$ cat config.mk
export PLATFORM = sky130hd
export DESIGN_NAME = vsc_top
export DESIGN_NICKNAME = d
export VERILOG_FILES = /design/src/hw/vsc_pkg.sv /design/src/hw/vsc_pol_if.sv /design/src/hw/vsc_pol_resolve.sv /design/src/hw/vsc_top.sv
export SDC_FILE = /design/constraint.sdc
export NUM_CORES = 1
export LEC_CHECK = 0
export BUFFER_PORTS_ARGS = -buffer_cell sky130_fd_sc_hd__buf_2
export CAP_MARGIN = 20
export CORE_AREA = 2 2 167 169
export CTS_CLUSTER_DIAMETER = 100
export DETAILED_ROUTE_END_ITERATION = 8
export DIE_AREA = 0 0 169 171
export PLACE_DENSITY_LB_ADDON = 0.3
export REMOVE_ABC_BUFFERS = 1
export SYNTH_ARGS = -nofsm -noshare
export SYNTH_HDL_FRONTEND = slang
export SYNTH_SLANG_ARGS = --single-unit
export TNS_END_PERCENT = 5
$ cat constraint.sdc
create_clock -name clock_in -period 2.4 [get_ports clock_in]
set_clock_uncertainty 0.1 [all_clocks]
set_input_delay 0.48 -clock clock_in [delete_from_list [all_inputs] [get_ports clock_in]]
set_output_delay 0.48 -clock clock_in [all_outputs]
set_load 0.01 [all_outputs]
$ cat src/hw/vsc_pkg.sv
// constants and types shared by the sync, clamp and coast control block
package vsc_pkg;
  // two-bit polarity settings: 0x = automatic, 10 = active low, 11 = active high
  localparam logic [1:0] POL_AUTO_LO = 2'h0;
  localparam logic [1:0] POL_AUTO_HI = 2'h1;
  localparam logic [1:0] POL_LOW = 2'h2;
  localparam logic [1:0] POL_HIGH = 2'h3;
  localparam logic [1:0] VPOL_RESET = 2'h0;
  localparam logic [1:0] CLPOL_RESET = 2'h0;
  localparam logic [1:0] COAST_POL_RESET = 2'h3;
  localparam logic CLAMP_EXT_RESET = 1'h0;
  // slicer threshold code n means (n+1)*8 mV, 8..256 mV
  localparam int SOG_STEP_MV = 8;
  localparam int SOG_MIN_MV = 8;
  localparam int SOG_MAX_MV = 256;
  localparam int SOG_RESET_MV = 128;
  localparam logic [4:0] SOG_RESET_CODE = 5'((SOG_RESET_MV - SOG_MIN_MV) / SOG_STEP_MV);
  localparam int CNT_W = 16;
  typedef enum logic [2:0] {
    VSC_CL_IDLE = 3'h1,
    VSC_CL_DELAY = 3'h2,
    VSC_CL_ON = 3'h4
  } vsc_clamp_state_t;
endpackage

$ cat src/hw/vsc_pol_if.sv
// interface between the top and its polarity resolver
interface vsc_pol_if;
  logic ce;
  logic raw;
  logic [1:0] pol;
  logic active;
  logic active_high;
  modport top (output ce, raw, pol, input active, active_high);
  modport res (input ce, raw, pol, output active, active_high);
endinterface

$ cat src/hw/vsc_pol_resolve.sv
// polarity resolver: manual or automatic sense of one sync input
module vsc_pol_resolve
(
  input wire logic clock_in,
  input wire logic rst_in,
  vsc_pol_if.res p
);
  logic [vsc_pkg::CNT_W-1:0] hi_cnt, lo_cnt, next_hi_cnt, next_lo_cnt;
  logic auto_hi, next_auto_hi, prev, next_prev;

  always_comb
  begin
    next_hi_cnt = hi_cnt;
    next_lo_cnt = lo_cnt;
    next_auto_hi = auto_hi;
    next_prev = p.raw;
    // a period ends on each rising edge; the shorter level is the active one
    if (p.raw && !prev)
    begin
      next_auto_hi = hi_cnt < lo_cnt;
      next_hi_cnt = '0;
      next_lo_cnt = '0;
    end
    else if (p.raw)
    begin
      if (~&hi_cnt)
        next_hi_cnt = hi_cnt + 1'b1;
    end
    else if (~&lo_cnt)
      next_lo_cnt = lo_cnt + 1'b1;
  end

  always_ff @(posedge clock_in)
  begin
    if (rst_in)
    begin
      hi_cnt <= '0;
      lo_cnt <= '0;
      auto_hi <= 1'b1;
      prev <= 1'b0;
    end
    else if (p.ce)
    begin
      hi_cnt <= next_hi_cnt;
      lo_cnt <= next_lo_cnt;
      auto_hi <= next_auto_hi;
      prev <= next_prev;
    end
  end

  assign p.active_high = p.pol[1] ? p.pol[0] : auto_hi;
  assign p.active = p.raw ~^ p.active_high;
endmodule

$ cat src/hw/vsc_top.sv
// sync, clamp, coast and power-down control of the capture front end
// Behaviour
// vertical sync drives field and coast timing; code: coast from coast pin only
// vertical polarity automatic or manual two-bit
// slicer threshold 8-256 mV, 8 mV steps, 128
// slicer output is comparator result, non-inverted
// clamp pin marks clamp interval when enabled
// clamp pin honoured only when source bit set
// otherwise count delay then duration after trailing
// clamp polarity automatic or manual two-bit
// external clock replaces PLL clock when selected
// coast freezes pixel clock frequency and phase
// coast polarity automatic or manual, resets high
// external clock and coast stay independent
// power-down pin used only in manual mode
// unused pin: polarity high, tie low
// hsync polarity picks leading and trailing edges
// auto polarity from shorter level duration
module vsc_top
(
  input wire logic clock_in,
  input wire logic rst_in,
  input wire logic clk_en_in,
  input wire logic horizontal_sync_input_0_in,
  input wire logic vertical_sync_input_0_in,
  input wire logic vertical_sync_input_1_in,
  input wire logic vsync_select_in,
  input wire logic clamp_pin_in,
  input wire logic coast_pin_in,
  input wire logic power_down_pin_in,
  input wire logic sog_compare_in,
  input wire logic [1:0] hsync_pol_in,
  input wire logic [1:0] vsync_pol_in,
  input wire logic [1:0] clamp_pol_in,
  input wire logic [1:0] coast_pol_in,
  input wire logic clamp_ext_en_in,
  input wire logic ext_clock_en_in,
  input wire logic manual_pd_en_in,
  input wire logic pd_pin_active_high_in,
  input wire logic [4:0] sog_threshold_in,
  input wire logic [vsc_pkg::CNT_W-1:0] clamp_delay_in,
  input wire logic [vsc_pkg::CNT_W-1:0] clamp_width_in,
  output logic clamp_out,
  output logic coast_out,
  output logic ext_clock_sel_out,
  output logic power_down_out,
  output logic sync_slicer_output_out,
  output logic [4:0] sog_threshold_out,
  output logic field_odd_out,
  output logic vsync_leading_out
);
  // two-stage synchronisers; stage one feeds stage two only
  logic [6:0] sync1, sync2;
  always_ff @(posedge clock_in)
  begin
    if (rst_in)
    begin
      sync1 <= '0;
      sync2 <= '0;
    end
    else if (clk_en_in)
    begin
      sync1 <= {sog_compare_in, power_down_pin_in, coast_pin_in, clamp_pin_in,
                vertical_sync_input_1_in, vertical_sync_input_0_in,
                horizontal_sync_input_0_in};
      sync2 <= sync1;
    end
  end

  logic hs_s, vs_s, clamp_s, coast_s, pd_s, sog_s;
  assign hs_s = sync2[0];
  assign vs_s = vsync_select_in ? sync2[2] : sync2[1];
  assign clamp_s = sync2[3];
  assign coast_s = sync2[4];
  assign pd_s = sync2[5];
  assign sog_s = sync2[6];

  // latched settings; coast polarity defaults to active high
  logic [1:0] hpol_q, vpol_q, clpol_q, copol_q;
  logic [4:0] sog_q;
  logic [1:0] next_hpol, next_vpol, next_clpol, next_copol;
  logic [4:0] next_sog;
  always_comb
  begin
    next_hpol = hsync_pol_in;
    next_vpol = vsync_pol_in;
    next_clpol = clamp_pol_in;
    next_copol = coast_pol_in;
    next_sog = sog_threshold_in;
  end
  always_ff @(posedge clock_in)
  begin
    if (rst_in)
    begin
      hpol_q <= vsc_pkg::POL_AUTO_LO;
      vpol_q <= vsc_pkg::VPOL_RESET;
      clpol_q <= vsc_pkg::CLPOL_RESET;
      copol_q <= vsc_pkg::COAST_POL_RESET;
      sog_q <= vsc_pkg::SOG_RESET_CODE;
    end
    else if (clk_en_in)
    begin
      hpol_q <= next_hpol;
      vpol_q <= next_vpol;
      clpol_q <= next_clpol;
      copol_q <= next_copol;
      sog_q <= next_sog;
    end
  end

  vsc_pol_if hs_if();
  vsc_pol_if vs_if();
  vsc_pol_if cl_if();
  vsc_pol_if co_if();
  assign hs_if.ce = clk_en_in;
  assign hs_if.raw = hs_s;
  assign hs_if.pol = hpol_q;
  assign vs_if.ce = clk_en_in;
  assign vs_if.raw = vs_s;
  assign vs_if.pol = vpol_q;
  assign cl_if.ce = clk_en_in;
  assign cl_if.raw = clamp_s;
  assign cl_if.pol = clpol_q;
  assign co_if.ce = clk_en_in;
  assign co_if.raw = coast_s;
  assign co_if.pol = copol_q;

  vsc_pol_resolve u_hs (.clock_in(clock_in), .rst_in(rst_in), .p(hs_if));
  vsc_pol_resolve u_vs (.clock_in(clock_in), .rst_in(rst_in), .p(vs_if));
  vsc_pol_resolve u_cl (.clock_in(clock_in), .rst_in(rst_in), .p(cl_if));
  vsc_pol_resolve u_co (.clock_in(clock_in), .rst_in(rst_in), .p(co_if));

  // internal clamp timer, started on the hsync trailing edge
  vsc_pkg::vsc_clamp_state_t st, next_st;
  logic [vsc_pkg::CNT_W-1:0] cnt, next_cnt;
  logic hs_prev, vs_prev, field_q, next_field, int_clamp;
  logic hs_trail, vs_lead;
  // edges count only once the synchronisers hold pin values; their reset zeros fake one
  logic [2:0] settle, next_settle;
  assign hs_trail = settle[2] && hs_prev && !hs_if.active;
  assign vs_lead = settle[2] && vs_if.active && !vs_prev;

  always_comb
  begin
    next_st = st;
    next_cnt = cnt;
    next_field = field_q;
    next_settle = {settle[1:0], 1'b1};
    // field toggles per vertical leading edge; odd/even refinement is downstream
    if (vs_lead)
      next_field = !field_q;
    unique case (st)
      vsc_pkg::VSC_CL_IDLE:
        if (hs_trail)
        begin
          next_cnt = clamp_delay_in;
          next_st = (clamp_delay_in == '0) ? vsc_pkg::VSC_CL_ON : vsc_pkg::VSC_CL_DELAY;
          if (clamp_delay_in == '0)
            next_cnt = clamp_width_in;
        end
      vsc_pkg::VSC_CL_DELAY:
        if (cnt <= 1)
        begin
          next_st = vsc_pkg::VSC_CL_ON;
          next_cnt = clamp_width_in;
        end
        else
          next_cnt = cnt - 1'b1;
      vsc_pkg::VSC_CL_ON:
        if (cnt <= 1)
          next_st = vsc_pkg::VSC_CL_IDLE;
        else
          next_cnt = cnt - 1'b1;
      default:
        next_st = vsc_pkg::VSC_CL_IDLE;
    endcase
  end
  assign int_clamp = (st == vsc_pkg::VSC_CL_ON);

  always_ff @(posedge clock_in)
  begin
    if (rst_in)
    begin
      st <= vsc_pkg::VSC_CL_IDLE;
      cnt <= '0;
      hs_prev <= 1'b0;
      vs_prev <= 1'b0;
      field_q <= 1'b0;
      settle <= '0;
    end
    else if (clk_en_in)
    begin
      st <= next_st;
      cnt <= next_cnt;
      hs_prev <= hs_if.active;
      vs_prev <= vs_if.active;
      field_q <= next_field;
      settle <= next_settle;
    end
  end

  // output registers
  logic next_clamp, next_coast, next_extclk, next_pd;
  always_comb
  begin
    // pin clamp marks the interval only when enabled; pin ignored otherwise
    next_clamp = clamp_ext_en_in ? cl_if.active : int_clamp;
    // coast and external clock are separate paths on purpose
    next_coast = co_if.active;
    next_extclk = ext_clock_en_in;
    next_pd = manual_pd_en_in && (pd_s == pd_pin_active_high_in);
  end
  always_ff @(posedge clock_in)
  begin
    if (rst_in)
    begin
      clamp_out <= 1'b0;
      coast_out <= 1'b0;
      ext_clock_sel_out <= 1'b0;
      power_down_out <= 1'b0;
      sync_slicer_output_out <= 1'b0;
      sog_threshold_out <= vsc_pkg::SOG_RESET_CODE;
      field_odd_out <= 1'b0;
      vsync_leading_out <= 1'b0;
    end
    else if (clk_en_in)
    begin
      clamp_out <= next_clamp;
      coast_out <= next_coast;
      ext_clock_sel_out <= next_extclk;
      power_down_out <= next_pd;
      sync_slicer_output_out <= sog_s;
      sog_threshold_out <= sog_q;
      field_odd_out <= next_field;
      vsync_leading_out <= vs_lead;
    end
  end
endmodule

==> impl_metrics.yaml <==
run_status:
  outcome: "complete, no violations"
grt:
  busiest_layer: "met2"
  grt_usage_pct: 17.1
  use_met1_pct: 23.4
  grt_use_met3_pct: 3.79
  first_global_vias: 8487
  grt_max_degree: 34
  overflow: 0
  antenna_found_initial: 2
  grt_pass1_wl_mm: 40.8
  grt_util_met2_pct: 26.7
die:
  die-area_um2: 28900
  die_w_um: 169
  io_pins: 72
  row_count: 61
  initial_core_util_pct: 39.3
  dieHeight_um: 171
  core-area_um2: 27300
setup_path:
  end_kind: "flip-flop"
  worstPathRequired_ns: 2.65
  path_class: "reg -> reg"
  cp.arrival_ns: 2.50
  startpoint_type: "flip-flop"
  rr_worst_depth: 7
  r2r_setup_slack_ns: 0.15
  r2r_start: "hpol_q[1]"
  r2r-end: "cnt[9]"
  path_max_fanout: 11
finish:
  mostFrequentLayoutCell: "dfxtp_1"
  layout-drive-gt1-share_pct: 13.0
  mostFrequentLayoutCells: "dfxtp_1, nor2_1, inv_1"
  fin_nets: 1490
  multi_input_area_um2: 6260
  regArea_um2: 3980
  n_fill_cell: 2666
  area_delta_synth_final_pct: 15.1
sta:
  period_minus_slack_ns: 2.25
  timing.fmax_mhz: 444
  worstMarginPinSlew_ns: 0.794
  setup_viol: 0
  max_slew_margin_pct: 46.6
  finalCritPeriodShare_pct: 93.9
  hold_viol: 0
  hold_ws_ns: 0.143
  rsz0062_at_grt: "false"
  fin_tns_setup_ns: 0
  slew_violations: 0
power_and_ir_drop:
  powerDensity_nw_per_um2: 569
  p_leak_nw: 4.88
  peakVddDrop_uv: 351
cts:
  cts_sinks: 199
  cts_setup_buffers: 0
  cts.repair.resized: 0
  cts_tree: "built"
  cts_buffers: 17
  clockBufferDepth: 2
  insertion_delay_ns: 0.44
  cts-root-buf: "clkbuf_16"
  path_clk_slew_ns: 0.08
  postCtsHoldBufs: 0
  cts_htree_levels: 4
routing:
  postRouteAntennaNets: 0
  routedWlPerCell_um: 14.3
  drt_iter0_drc: 524
  first_pass_iters: 6
  post-route-drc-count: 0
  avgViaCountPerCell: 5.29
  vias: 9104
  wl_mm: 24.6
worst_hold_path:
  hold_depth: 2
  min_to: "co_if.pol[0]"
  min_from: "coast_pol_in[0]"
  hold_path_class: "in -> reg"
yosys:
  yosysSeqAreaShare_pct: 37.1
  ys_types: 73
  yosysWarnings: 0
  synth_area_um2: 10700
  synth_seq_cells: 199
  synth_area_per_cell_um2: 8.50
  synth_ff_type: "dfxtp_1"
  synth_edf_count: 0
  postSynthCellCount: 1264
  async_flop_share_pct: 0
place:
  place.gp.congestion: 0.893
  dp_hpwl_mm: 18.4
  io_buffers: 71
job:
  maxCapViolations: 0
-- worst max path at each step --
stage	start	endpoint	slack (ns)	cells past startpoint
2_1_floorplan	clk_en_in	u_vs.hi_cnt[9]	0.28	5
3_3_place_gp	cnt[4]	cnt[14]	0.11	6
3_5_place_dp	clk_en_in	u_cl.lo_cnt[9]	0.1	8
4_1_cts	cnt[4]	cnt[14]	0.15	6
5_1_grt	u_hs.lo_cnt[9]	u_hs.auto_hi	0.004	7
6_report	hpol_q[1]	cnt[9]	0.15	7
-- layout make-up --
type,instances,share of cell area [%]
Tap cell,346,3.50
Clock buffer,17,3.44
Multi-Input combinational cell,937,50.6
Timing Repair Buffer,121,5.95
Inverter,84,2.55
Antenna cell,2,0.0405
Sequential cell,199,32.2
Clock inverter,15,1.64
-- power breakdown --
part           internal, mW  switching, mW
Combinational         0.264          0.346
Sequential             3.36         0.0576
Clock                  1.52           1.48
-- per-stage QoR --
| step | utilization, % | total power, mW | std cells | instance area, um2 | setup WS, ns |
|---|---|---|---|---|---|
| 2_1_floorplan | - | 3.83 | 1220 | 10500 | 0.278 |
| 3_3_place_gp | 42.9 | 4.10 | 1687 | 11700 | 0.109 |
| 6_report | 45.2 | 7.03 | 1721 | 12400 | 0.146 |
| 4_1_cts | 45.2 | 7.13 | 1719 | 12300 | 0.146 |
| 3_5_place_dp | 42.9 | 4.10 | 1687 | 11700 | 0.0991 |
| 5_1_grt | 45.2 | 7.33 | 1719 | 12400 | 0.00410 |
-- sequential cells by signal, indices dropped and copies added (netlist names), 5 cells and up --
register           count
sog_q                  5
sync2                  7
u_cl.hi_cnt           16
u_hs.lo_cnt           16
u_hs.hi_cnt           16
sync1                  7
u_co.hi_cnt           16
u_cl.lo_cnt           16
u_vs.lo_cnt           16
u_vs.hi_cnt           16
sog_threshold_out      5
cnt                   16
u_co.lo_cnt           16
-- layer usage --
metal | part of all wire, % | up-vias
met5 | 0.057 | -
met4 | 1.9 | 2
met3 | 5.0 | 41
met2 | 43 | 180
met1 | 50 | 4225
li1 | - | 4656
-- cells by family after synthesis --
kind of cell | count (synthesis) | share of synthesized area, %
adder cells (fa/ha/maj) | 70 | 8.16
flip-flops | 199 | 37.1
buffers and inverters | 128 | 4.74
multiplexers | 39 | 3.67
XOR/XNOR | 111 | 9.05
AND/OR/NAND/NOR | 518 | 23.9
AO/OA/AOI/OAI | 199 | 13.4
-- cell usage after synthesis, drive strengths merged, types with 5 or more instances --
cell       n  area [um2]
dfxtp    199        3980
nor2     196         736
inv       84         315
nand2     74         280
ha        70         876
xnor2     68         596
nand3     65         330
a21oi     62         314
xor2      43         377
nand4     41         257
mux2i     36         360
clkbuf    26        98.8
and3      21         131
o21ai     21         120
nand2b    19         119
buf       18        95.1
nor3      18        90.1
nor2b     16         100
a211oi    14         110
and4      14         124
nor4      14         103
a31oi     13        93.8
o32ai     13         114
a211o     12         105
a21o       9        67.6
a221oi     8        70.1
a2111oi    7        86.3
a222oi     7        70.1
nand3b     7        52.6
or3        7        43.8
and2       5        31.3
nor3b      5        37.5
or3b       5        43.8
-- critical path, cell delays in order (launching register included) --
cell and delay, ns:
dfxtp_1 0.36, mux2i_1 0.21, buf_4 0.17, or3b_1 0.35
o311a_1 0.20, a31oi_2 0.20, nand2b_1 0.34, o32ai_1 0.23
(Power assumes the default switching activity.)
